File: src/rfs_pkg.sv
`default_nettype none
// Shared constants of the regulator fault supervisor.
package rfs_pkg;

   // Boost hold after a transition ends, 50 us in 8 ns cycles.
   localparam int BOOST_HOLD_CYC = 6250;
   // Final reference to ready, 93 us in 8 ns cycles.
   localparam int READY_DELAY_CYC = 11625;

   // Number of power channels.
   localparam int NUM_CH = 3;
   // Overcurrent events without a good soft-start that latch the supervisor; the event before the limit still retries.
   localparam logic [2:0] OC_RETRY_LIMIT = 3'h5;

   // Register byte offsets.
   localparam logic [11:0] ADDR_CTRL = 12'h000;
   localparam logic [11:0] ADDR_STATUS = 12'h004;
   localparam logic [11:0] ADDR_EVENT = 12'h008;
   localparam logic [11:0] ADDR_LIMIT = 12'h00C;

   // Control register fields.
   localparam int CTRL_FORCE_OFF_BIT = 0;
   localparam logic CTRL_FORCE_OFF_RESET = 1'b0;

   // Status register fields.
   localparam int ST_STATE_LSB = 0;
   localparam int ST_READY_BIT = 3;
   localparam int ST_UV_BIT = 4;
   localparam int ST_OV_BIT = 5;
   localparam int ST_BOOST_BIT = 6;
   localparam int ST_OVSEEN_BIT = 7;
   localparam int ST_RETRY_LSB = 8;

   // Sticky event register fields, write one to clear.
   localparam int EV_OV_BIT = 0;
   localparam int EV_OC_BIT = 1;
   localparam int EV_UV_BIT = 2;
   localparam int EV_OCL_BIT = 3;
   localparam int EV_LATCH_BIT = 4;
   localparam int EV_WIDTH = 5;
   localparam logic [4:0] EVENT_RESET = 5'h00;

   // Supervisor states.
   typedef enum logic [2:0] {
      RFS_OFF = 3'b000,
      RFS_SOFT = 3'b001,
      RFS_DELAY = 3'b010,
      RFS_RUN = 3'b011,
      RFS_RETRY = 3'b100,
      RFS_LATCH = 3'b101
   } rfs_state_e;

endpackage
`default_nettype wire

File: src/rfs_sync.sv
`timescale 1ns/1ps
`default_nettype none
// Three-stage synchroniser; a change is accepted once stages two and three agree.
module rfs_sync #(
   parameter int WIDTH = 1
) (
   // Clock, reset and enable.
   input wire logic pclk,
   input wire logic presetn,
   input wire logic clk_en,
   // Asynchronous inputs and their filtered copies.
   input wire logic [WIDTH-1:0] async_in,
   output logic [WIDTH-1:0] sync_out
);

   // Refuse an empty bus.
   generate
      if (WIDTH < 1) begin : g_chk
         $error("rfs_sync needs WIDTH of at least one");
      end
   endgenerate

   // All synchroniser state.
   typedef struct packed {
      logic [WIDTH-1:0] s1;
      logic [WIDTH-1:0] s2;
      logic [WIDTH-1:0] s3;
      logic [WIDTH-1:0] q;
   } rfs_sync_s;

   rfs_sync_s r;
   rfs_sync_s n;

   // Stage one is only read by stage two, so metastability stays contained.
   always_comb begin
      n = r;
      n.s1 = async_in;
      n.s2 = r.s1;
      n.s3 = r.s2;
      for (int i = 0; i < WIDTH; i++) begin
         // Disagreeing stages keep the old value.
         if (r.s2[i] == r.s3[i]) begin
            n.q[i] = r.s3[i];
         end
      end
   end

   // State register, frozen while the enable is low.
   always_ff @(posedge pclk or negedge presetn) begin
      if (!presetn) begin
         r <= '0;
      end else if (clk_en) begin
         r <= n;
      end
   end

   assign sync_out = r.q;

endmodule
`default_nettype wire

File: src/rfs_timer.sv
`timescale 1ns/1ps
`default_nettype none
// Delay timer: expired rises CYCLES edges after run rises.
module rfs_timer #(
   parameter int CYCLES = 16
) (
   // Clock, reset and enable.
   input wire logic pclk,
   input wire logic presetn,
   input wire logic clk_en,
   // Control and result.
   input wire logic run,
   output logic expired
);

   localparam int CW = $clog2(CYCLES + 1);

   // Refuse a zero-length delay.
   generate
      if (CYCLES < 1) begin : g_chk
         $error("rfs_timer needs CYCLES of at least one");
      end
   endgenerate

   // All timer state.
   typedef struct packed {
      logic [CW-1:0] cnt;
      logic done;
   } rfs_timer_s;

   rfs_timer_s r;
   rfs_timer_s n;

   // Count while running; dropping run restarts the delay from zero.
   always_comb begin
      n = r;
      if (!run) begin
         n.cnt = '0;
         n.done = 1'b0;
      end else if (!r.done) begin
         if (r.cnt == CW'(CYCLES - 1)) begin
            n.done = 1'b1;
         end else begin
            n.cnt = r.cnt + CW'(1);
         end
      end
   end

   // State register, frozen while the enable is low.
   always_ff @(posedge pclk or negedge presetn) begin
      if (!presetn) begin
         r <= '0;
      end else if (clk_en) begin
         r <= n;
      end
   end

   assign expired = r.done;

endmodule
`default_nettype wire

File: src/rfs_supervisor.sv
// Added by the designer: the APB interface to the registers and the register addresses.
`timescale 1ns/1ps
`default_nettype none
module rfs_supervisor #(
   parameter int NUM_CH = rfs_pkg::NUM_CH,
   parameter int BOOST_HOLD_CYC = rfs_pkg::BOOST_HOLD_CYC,
   parameter int READY_DELAY_CYC = rfs_pkg::READY_DELAY_CYC
) (
   // Clock, reset and clock enable.
   input wire logic pclk,
   input wire logic presetn,
   input wire logic clk_en,
   // APB slave.
   input wire logic psel,
   input wire logic penable,
   input wire logic pwrite,
   input wire logic [11:0] paddr,
   input wire logic [31:0] pwdata,
   output logic [31:0] prdata,
   output logic pready,
   output logic pslverr,
   // Enable pin from the host.
   input wire logic enable_pin,
   // Same-clock inputs from the reference and modulator logic.
   input wire logic no_cpu_code,
   input wire logic reference_final,
   input wire logic dyn_code_active,
   input wire logic [NUM_CH-1:0] pwm_high,
   input wire logic [NUM_CH-1:0] pwm_low,
   // Analog comparator pins on the sensed output voltage.
   input wire logic uv_below_half,
   input wire logic uv_above_restore,
   input wire logic ov_above_fixed,
   input wire logic ov_above_ref,
   input wire logic ov_release_fixed,
   input wire logic ov_release_ref,
   // Analog comparator pins on current.
   input wire logic avg_over_normal,
   input wire logic avg_over_boost,
   input wire logic current_monitor_over,
   input wire logic [NUM_CH-1:0] ch_over_normal,
   input wire logic [NUM_CH-1:0] ch_over_boost,
   // Open-drain ready pin.
   output logic regulator_ready_out,
   output logic regulator_ready_out_oe_n,
   // Gate drives and soft-start ramp request.
   output logic [NUM_CH-1:0] upper_gate_drive,
   output logic [NUM_CH-1:0] lower_gate_drive,
   output logic soft_start_run
);

   // Refuse channel counts that the limit register cannot show.
   generate
      if (NUM_CH < 1 || NUM_CH > 8) begin : g_chk
         $error("rfs_supervisor needs NUM_CH between one and eight");
      end
   endgenerate

   // Width of the bundle of pin inputs that pass the synchroniser.
   localparam int SW = 10 + 2 * NUM_CH;

   // All supervisor state.
   typedef struct packed {
      rfs_pkg::rfs_state_e state;
      logic [2:0] retry_cnt;
      logic ov_active;
      logic ov_soft;
      logic ov_seen;
      logic uv_low;
      logic dyn_prev;
      logic hold_armed;
      logic ready;
      logic ss_run;
      logic [NUM_CH-1:0] upper;
      logic [NUM_CH-1:0] lower;
      logic [NUM_CH-1:0] limiting;
      logic force_off;
      logic [rfs_pkg::EV_WIDTH-1:0] events;
      logic [31:0] rdata;
      logic err;
   } rfs_core_s;

   rfs_core_s r;
   rfs_core_s n;

   // Synchronised pin copies.
   logic [SW-1:0] pins_s;
   logic en_s;
   logic uvh_s;
   logic uvr_s;
   logic ovf_s;
   logic ovr_s;
   logic rlf_s;
   logic rlr_s;
   logic avn_s;
   logic avb_s;
   logic mon_s;
   logic [NUM_CH-1:0] chn_s;
   logic [NUM_CH-1:0] chb_s;

   // Timer results.
   logic hold_done;
   logic ready_done;

   // Matches a word address against a register offset.
   function automatic logic reg_hit(input logic [11:0] addr, input logic [11:0] offs);
      return addr[11:2] == offs[11:2];
   endfunction

   // Every comparator and the enable come from outside this clock domain.
   rfs_sync #(
      .WIDTH(SW)
   ) u_sync (
      .pclk(pclk),
      .presetn(presetn),
      .clk_en(clk_en),
      .async_in({ch_over_boost, ch_over_normal, current_monitor_over, avg_over_boost, avg_over_normal,
                 ov_release_ref, ov_release_fixed, ov_above_ref, ov_above_fixed,
                 uv_above_restore, uv_below_half, enable_pin}),
      .sync_out(pins_s)
   );

   assign {chb_s, chn_s, mon_s, avb_s, avn_s, rlr_s, rlf_s, ovr_s, ovf_s, uvr_s, uvh_s, en_s} = pins_s;

   // Hold timer that keeps the limits boosted after a transition ends.
   rfs_timer #(
      .CYCLES(BOOST_HOLD_CYC)
   ) u_hold (
      .pclk(pclk),
      .presetn(presetn),
      .clk_en(clk_en),
      .run(r.hold_armed & ~dyn_code_active),
      .expired(hold_done)
   );

   // Delay from the final reference to ready; it runs only in the delay state.
   rfs_timer #(
      .CYCLES(READY_DELAY_CYC)
   ) u_ready (
      .pclk(pclk),
      .presetn(presetn),
      .clk_en(clk_en),
      .run(r.state == rfs_pkg::RFS_DELAY),
      .expired(ready_done)
   );

   // Combinational helpers for the next-state process.
   logic enable_ok;
   logic boost;
   logic in_soft;
   logic ov_trip;
   logic ov_release;
   logic oc_event;
   logic [NUM_CH-1:0] ch_over;
   logic setup;
   logic wr_access;
   logic [rfs_pkg::EV_WIDTH-1:0] ev_set;
   logic [rfs_pkg::EV_WIDTH-1:0] ev_clr;
   logic [31:0] rd_mux;

   // Fault qualification.
   always_comb begin
      // Software can hold the regulator off just like the enable pin.
      enable_ok = en_s & ~r.force_off;
      // Boost lasts from a transition's start, through the arming cycle, until the hold expires.
      boost = dyn_code_active | r.dyn_prev | (r.hold_armed & ~hold_done);
      in_soft = (r.state == rfs_pkg::RFS_SOFT);
      // While ramping the higher level trips, so both must be exceeded.
      ov_trip = in_soft ? (ovf_s & ovr_s) : ovr_s;
      // Release below either level minus the margin after a soft-start trip, otherwise below the reference level only.
      ov_release = r.ov_soft ? (rlf_s | rlr_s) : rlr_s;
      // Two independent overcurrent comparators feed one event.
      oc_event = (boost ? avb_s : avn_s) | mon_s;
      ch_over = boost ? chb_s : chn_s;
   end

   // Bus decode; read data are captured in the setup cycle.
   always_comb begin
      setup = psel & ~penable;
      wr_access = psel & penable & pwrite;
      rd_mux = 32'h0000_0000;
      if (reg_hit(paddr, rfs_pkg::ADDR_CTRL)) begin
         rd_mux[rfs_pkg::CTRL_FORCE_OFF_BIT] = r.force_off;
      end else if (reg_hit(paddr, rfs_pkg::ADDR_STATUS)) begin
         rd_mux[rfs_pkg::ST_STATE_LSB +: 3] = r.state;
         rd_mux[rfs_pkg::ST_READY_BIT] = r.ready;
         rd_mux[rfs_pkg::ST_UV_BIT] = r.uv_low;
         rd_mux[rfs_pkg::ST_OV_BIT] = r.ov_active;
         rd_mux[rfs_pkg::ST_BOOST_BIT] = boost;
         rd_mux[rfs_pkg::ST_OVSEEN_BIT] = r.ov_seen;
         rd_mux[rfs_pkg::ST_RETRY_LSB +: 3] = r.retry_cnt;
      end else if (reg_hit(paddr, rfs_pkg::ADDR_EVENT)) begin
         rd_mux[rfs_pkg::EV_WIDTH-1:0] = r.events;
      end else if (reg_hit(paddr, rfs_pkg::ADDR_LIMIT)) begin
         rd_mux[NUM_CH-1:0] = r.limiting;
      end
      ev_clr = '0;
      if (wr_access && reg_hit(paddr, rfs_pkg::ADDR_EVENT)) begin
         ev_clr = pwdata[rfs_pkg::EV_WIDTH-1:0];
      end
   end

   // Next state of the whole supervisor.
   always_comb begin
      n = r;
      ev_set = '0;

      // Register writes and the captured read answer.
      if (setup) begin
         n.rdata = rd_mux;
         // Anything outside the four words is answered with an error.
         n.err = (paddr[11:4] != 8'h00);
      end
      if (wr_access && reg_hit(paddr, rfs_pkg::ADDR_CTRL)) begin
         n.force_off = pwdata[rfs_pkg::CTRL_FORCE_OFF_BIT];
      end

      // Boost hold is armed when a transition ends and cleared on expiry or a new one.
      n.dyn_prev = dyn_code_active;
      if (r.dyn_prev && !dyn_code_active) begin
         n.hold_armed = 1'b1;
      end else if (dyn_code_active || hold_done) begin
         n.hold_armed = 1'b0;
      end

      // Undervoltage has hysteresis; a new dip wins over the restore level.
      if (uvh_s) begin
         n.uv_low = 1'b1;
         ev_set[rfs_pkg::EV_UV_BIT] = ~r.uv_low;
      end else if (uvr_s) begin
         n.uv_low = 1'b0;
      end

      // Overvoltage is watched in every state, so an open sense line is always caught.
      if (!r.ov_active && ov_trip) begin
         n.ov_active = 1'b1;
         n.ov_soft = in_soft;
         ev_set[rfs_pkg::EV_OV_BIT] = 1'b1;
      end else if (r.ov_active && ov_release) begin
         n.ov_active = 1'b0;
         if (r.ov_soft && !r.ov_seen && in_soft) begin
            // The first soft-start event only uses up the allowance.
            n.ov_seen = 1'b1;
         end else begin
            n.state = rfs_pkg::RFS_LATCH;
            ev_set[rfs_pkg::EV_LATCH_BIT] = (r.state != rfs_pkg::RFS_LATCH);
         end
      end else if (!r.ov_active) begin
         // The sequencer pauses while overvoltage protection holds the output.
         unique case (r.state)
            rfs_pkg::RFS_OFF: begin
               // Reset and enable low both land here.
               n.retry_cnt = 3'h0;
               n.ov_seen = 1'b0;
               if (enable_ok && !no_cpu_code) begin
                  n.state = rfs_pkg::RFS_SOFT;
               end
            end
            rfs_pkg::RFS_SOFT, rfs_pkg::RFS_DELAY, rfs_pkg::RFS_RUN: begin
               if (!enable_ok) begin
                  n.state = rfs_pkg::RFS_OFF;
               end else if (no_cpu_code) begin
                  n.state = rfs_pkg::RFS_LATCH;
                  ev_set[rfs_pkg::EV_LATCH_BIT] = 1'b1;
               end else if (oc_event) begin
                  ev_set[rfs_pkg::EV_OC_BIT] = 1'b1;
                  n.retry_cnt = r.retry_cnt + 3'h1;
                  if (r.retry_cnt == rfs_pkg::OC_RETRY_LIMIT - 3'h1) begin
                     n.state = rfs_pkg::RFS_LATCH;
                     ev_set[rfs_pkg::EV_LATCH_BIT] = 1'b1;
                  end else begin
                     n.state = rfs_pkg::RFS_RETRY;
                  end
               end else if (r.state == rfs_pkg::RFS_SOFT && reference_final) begin
                  n.state = rfs_pkg::RFS_DELAY;
               end else if (r.state == rfs_pkg::RFS_DELAY && ready_done) begin
                  // Success only once the ready delay has run out.
                  n.state = rfs_pkg::RFS_RUN;
                  n.retry_cnt = 3'h0;
               end
            end
            rfs_pkg::RFS_RETRY: begin
               // One cycle with every gate off, then the ramp starts over.
               n.state = enable_ok ? rfs_pkg::RFS_SOFT : rfs_pkg::RFS_OFF;
            end
            rfs_pkg::RFS_LATCH: begin
               // Only dropping the enable pin or setting force_off leaves the latched state.
               if (!enable_ok) begin
                  n.state = rfs_pkg::RFS_OFF;
               end
            end
            default: begin
               n.state = rfs_pkg::RFS_OFF;
            end
         endcase
      end

      // Gate drives follow the state being entered.
      n.limiting = '0;
      if (n.ov_active) begin
         // Every lower switch on pulls the output down hard.
         n.upper = '0;
         n.lower = '1;
      end else if (n.state == rfs_pkg::RFS_SOFT || n.state == rfs_pkg::RFS_DELAY ||
                   n.state == rfs_pkg::RFS_RUN) begin
         for (int i = 0; i < NUM_CH; i++) begin
            // A channel over its limit is cut short without stopping the others.
            n.upper[i] = pwm_high[i] & ~ch_over[i];
            n.lower[i] = pwm_low[i] | ch_over[i];
            n.limiting[i] = ch_over[i];
         end
         ev_set[rfs_pkg::EV_OCL_BIT] = |ch_over;
      end else begin
         // Shutdown, retry and latch keep every switch off.
         n.upper = '0;
         n.lower = '0;
      end

      // Ready is high only in the run state with no fault pending.
      n.ready = (n.state == rfs_pkg::RFS_RUN) & ~n.ov_active & ~n.uv_low & ~oc_event;
      n.ss_run = (n.state == rfs_pkg::RFS_SOFT) & ~n.ov_active;

      // A new event in the same cycle as its clear is kept.
      n.events = (r.events & ~ev_clr) | ev_set;
   end

   // State register, frozen while the clock enable is low.
   always_ff @(posedge pclk or negedge presetn) begin
      if (!presetn) begin
         r <= '0;
         r.state <= rfs_pkg::RFS_OFF;
         r.force_off <= rfs_pkg::CTRL_FORCE_OFF_RESET;
         r.events <= rfs_pkg::EVENT_RESET;
      end else if (clk_en) begin
         r <= n;
      end
   end

   // Zero-wait slave; the error flag is shown only in the access phase.
   assign pready = 1'b1;
   assign pslverr = r.err & psel & penable;
   assign prdata = r.rdata;

   // The ready pin only ever pulls low; enable low means driving.
   assign regulator_ready_out = 1'b0;
   assign regulator_ready_out_oe_n = r.ready;
   assign upper_gate_drive = r.upper;
   assign lower_gate_drive = r.lower;
   assign soft_start_run = r.ss_run;

endmodule
`default_nettype wire

File: config.mk
export PLATFORM = sky130hd
export DESIGN_NAME = rfs_supervisor
export DESIGN_NICKNAME = d
export VERILOG_FILES = /design/src/rfs_pkg.sv /design/src/rfs_sync.sv /design/src/rfs_timer.sv /design/src/rfs_supervisor.sv
export SDC_FILE = /design/constraint.sdc
export NUM_CORES = 1
export LEC_CHECK = 0
export BUFFER_PORTS_ARGS = -buffer_cell sky130_fd_sc_hd__clkbuf_2
export CAP_MARGIN = 20
export CORE_MARGIN = 2
export CORE_UTILIZATION = 43
export CTS_CLUSTER_SIZE = 12
export DETAILED_ROUTE_END_ITERATION = 10
export GPL_ROUTABILITY_DRIVEN = 0
export GPL_TIMING_DRIVEN = 0
export PLACE_DENSITY = 0.64
export SYNTH_ARGS = -nofsm -noshare
export SYNTH_HDL_FRONTEND = slang
export SYNTH_HIERARCHICAL = 1
export SYNTH_SLANG_ARGS = --single-unit
File: constraint.sdc
create_clock -name pclk -period 3.2 [get_ports pclk]
set_clock_uncertainty 0.1 [all_clocks]
set_input_delay 0.48 -clock pclk [delete_from_list [all_inputs] [get_ports pclk]]
set_output_delay 0.48 -clock pclk [all_outputs]
set_load 0.03 [all_outputs]
==> impl_metrics.env <==
export IMPL_synthTopCellsByCount="dfrtp_1, buf_4, mux2_2, nand2_1, nand2b_1"
export IMPL_synth_area_leaders="dfrtp_1, mux2_2, buf_4"
export IMPL_routed_wire_length_per_instance_um=15.6
export IMPL_die_w_um=133
export IMPL_dieArea_um2=17700
export IMPL_cts_buffers=17
export IMPL_max_cap_violations=0
export IMPL_clkLatencyLatePin_ps=420
export IMPL_insertedDiodeCount=0
export IMPL_postRouteAntennaNets=0
export IMPL_synth_seq_cells=134
export IMPL_layout_drive_gt1_share_pct=31.2
export IMPL_grt_pass1_vias=5394
export IMPL_peak_clock_frequency_supported_by_timing_mhz=345
export IMPL_count_of_buffer_and_inverter_cells_on_the_critical_path=0
export IMPL_worstSetupStartpointType="register"
export IMPL_worst_slack_at_placement_ps=170
export IMPL_synth_edff_count=0
export IMPL_overall_global_routing_resource_usage_pct=18.7
export IMPL_antenna_found_initial=0
export IMPL_clock_sink_count=134
export IMPL_critical_path_reg2reg_endpoint="lower_gate_drive[1]$_DFFE_PN0P_"
export IMPL_holdPathStages=2
export IMPL_grt_start_max_net_pins=77
export IMPL_starting_utilization_of_the_core_area_pct=43.5
export IMPL_synthFlopType="dfrtp_1"
export IMPL_synth_top_cell_area_share_pct=47.0
export IMPL_worstHoldPathType="in2reg"
export IMPL_design_portCount=118
export IMPL_synth_yosys_seq_area_share_pct=47.0
export IMPL_hold_viol_final=0
export IMPL_rows=47
export IMPL_timing_critical_path_cells="nand2b_1, a211oi_1, o21ai_0, a21boi_0, nor2_1, o41ai_1"
export IMPL_slew_headroom_pct=52.6
export IMPL_slowest_delay_ps=610
export IMPL_critical_path_slowest_cell="a211oi_1"
export IMPL_htree_num_levels=4
export IMPL_critical_path_top_delay_family="compound AO/OA/AOI/OAI gates"
export IMPL_min_delay_start="ch_over_normal[0]"
export IMPL_max_slew_worst_pin_slew_ps=707
export IMPL_cts_repair_timing_setup_buffer_count=0
export IMPL_routed_wirelength_um=15700
export IMPL_grt_overflow_total=0
export IMPL_half_perimeter_wire_length_after_placement_um=11300
export IMPL_nFillCells=1478
export IMPL_fin_crit_sh_pct=90.5
export IMPL_route_detailed_vias_per_inst=5.40
export IMPL_root_buffer="clkbuf_16"
export IMPL_rsz_0062_raised_after_global_routing="no"
export IMPL_finalCoreUtilization_pct=51.4
export IMPL_synth_area_um2=7140
export IMPL_worstPathRequired_ps=3390
export IMPL_cell_with_the_most_instances_after_synthesis="dfrtp_1"
export IMPL_grt_first_pass_wirelength_um=26800
export IMPL_r2r_cells=6
export IMPL_timing_final_max_slew_violations=0
export IMPL_drt_first_iter_violations=344
export IMPL_run_status="completed"
export IMPL_worst_setup_path_type="reg2reg"
export IMPL_tns_ps=0
export IMPL_r2r_slack_ps=300
export IMPL_first_pass_iters=5
export IMPL_cts_tree="yes"
export IMPL_design_power_total_w=0.00569
export IMPL_final_period_minus_worst_setup_slack_ps=2900
export IMPL_cts_buffer_depth=2
export IMPL_drc=0
export IMPL_total_leakage_power_nw=3.88
export IMPL_placement_cell_area_um2=7860
export IMPL_report_final_setup_viol=0
export IMPL_timing_rr_start="u_hold/expired$_DFFE_PN0P_"
export IMPL_synth_area_leader_cell="dfrtp_1"
export IMPL_numPortBuffers=65
export IMPL_num_nets_final=856
export IMPL_worstHoldEndpoint="u_sync/n[42]$_DFFE_PN0P_"
export IMPL_setup_slack_after_layout_ps=303
export IMPL_fp_dieH_um=133
export IMPL_worst_setup_path_end_kind="register"
export IMPL_power_density_nw_per_um2=675
export IMPL_path_depth=6
export IMPL_instance_count_of_the_mapped_netlist=668
export IMPL_number_of_synthesis_warnings=6
export IMPL_finalInstanceArea_um2=8440
export IMPL_vdd_drop_max_mv=0.451
export IMPL_avgSynthCellArea_um2=10.7
export IMPL_core_area_um2=16400
export IMPL_vias=5439
export IMPL_synthDistinctLibCells=72
export IMPL_flow_area_growth_from_synthesis_pct=18.2
export IMPL_timing_critical_path_arrival_ps=3090
export IMPL_maximum_net_fanout_on_the_critical_path=11
export IMPL_clkSlewWorstSetupHoldPaths_ps=60
export IMPL_ys_async_sr_fraction_pct=100
## sequential cells by signal, summed over array words and instances (netlist names), 3 cells and up
signal,count
prdata,11
u_sync/n,32
u_hold/r,13
u_sync/sync_out,16
r,22
u_sync/r,16
upper_gate_drive,3
lower_gate_drive,3
u_ready/r,14
## worst reg2reg max path, stage by stage, from the launching register on
cell and delay (ps):
dfrtp_1 480, nand2b_1 230, a211oi_1 610, o21ai_0 190, a21boi_0 420, nor2_1 290
o41ai_1 460
## cell families after synthesis
group / Yosys count / share of synthesized area [%]
fa+ha+maj: 6 / 1.05
mux: 58 / 9.20
other cells: 2 / 0.105
buf+inv: 114 / 9.94
compound gates: 176 / 18.5
simple gates: 178 / 14.2
flops: 134 / 47.0
## where the power goes
part	total, W	switching (W)	internal [W]
Clock	0.00188	0.000793	0.00109
Combinational	0.00160	0.000875	0.000725
Sequential	0.00221	0.000233	0.00198
Total	0.00569	0.00190	0.00379
## final cells by class
type	instances	area, um^2	share of cell area, %
Timing Repair Buffer	67	372	4.40
Sequential cell	134	3350	39.7
Buffer	90	619	7.34
Tap cell	220	275	3.26
Clock inverter	14	140	1.66
Clock buffer	18	429	5.08
Multi-Input combinational cell	441	3160	37.5
Inverter	24	90.1	1.07
## routing by layer
layer / share of wire (%) / wire, um / vias up / track usage (%)
li1: - / - / 2589 / -
met1: 46 / 7240 / 2665 / 24.9
met2: 48 / 7510 / 164 / 30.3
met3: 4.7 / 746 / 21 / 3.91
met4: 1.3 / 206 / 0 / 6.87
met5: 0 / 0 / - / 0
## stage by stage
| stage | cells | hold slack, ps |
|---|---|---|
| after global routing | 1008 | 166 |
| after global placement | 974 | 358 |
| after floorplan | 689 | 84.4 |
| after CTS | 1008 | 171 |
| after detailed placement | 975 | 364 |
| final | 1008 | 189 |
## worst max path at each step
| stage | startpoint | end |
|---|---|---|
| floorplan | u_sync/sync_out[3]$_DFFE_PN0P_ | regulator_ready_out_oe_n$_DFFE_PN0P_ |
| global placement | presetn | r[52]$_DFFE_PN0P_ |
| detailed placement | dyn_code_active | lower_gate_drive[1]$_DFFE_PN0P_ |
| CTS | r[51]$_DFFE_PN0P_ | lower_gate_drive[1]$_DFFE_PN0P_ |
| global route | u_hold/expired$_DFFE_PN0P_ | lower_gate_drive[1]$_DFFE_PN0P_ |
| finish | u_hold/expired$_DFFE_PN0P_ | lower_gate_drive[1]$_DFFE_PN0P_ |
## layout by cell type (no fill, tap or decap), drive strengths merged, types with 7 or more instances in the layout
cell type,count
a31oi,8
a22o,22
mux2,51
buf,74
nand3,11
dfrtp,134
and2,7
conb,23
o31ai,24
or2,9
nor4,7
and3,8
o22ai,7
clkbuf,100
inv,30
nor2b,11
nand2,40
a21o,18
o21ai,28
nor2,19
o41ai,14
a21oi,18
nand2b,33
## what timing repair did
action | CTS | global route
endpoints found under the setup margin | 0 | 1
endpoints found under the hold margin | 58 | 0
gates resized for setup | 0 | 1
hold buffers | 1 | 0
(Power assumes the default switching activity.)
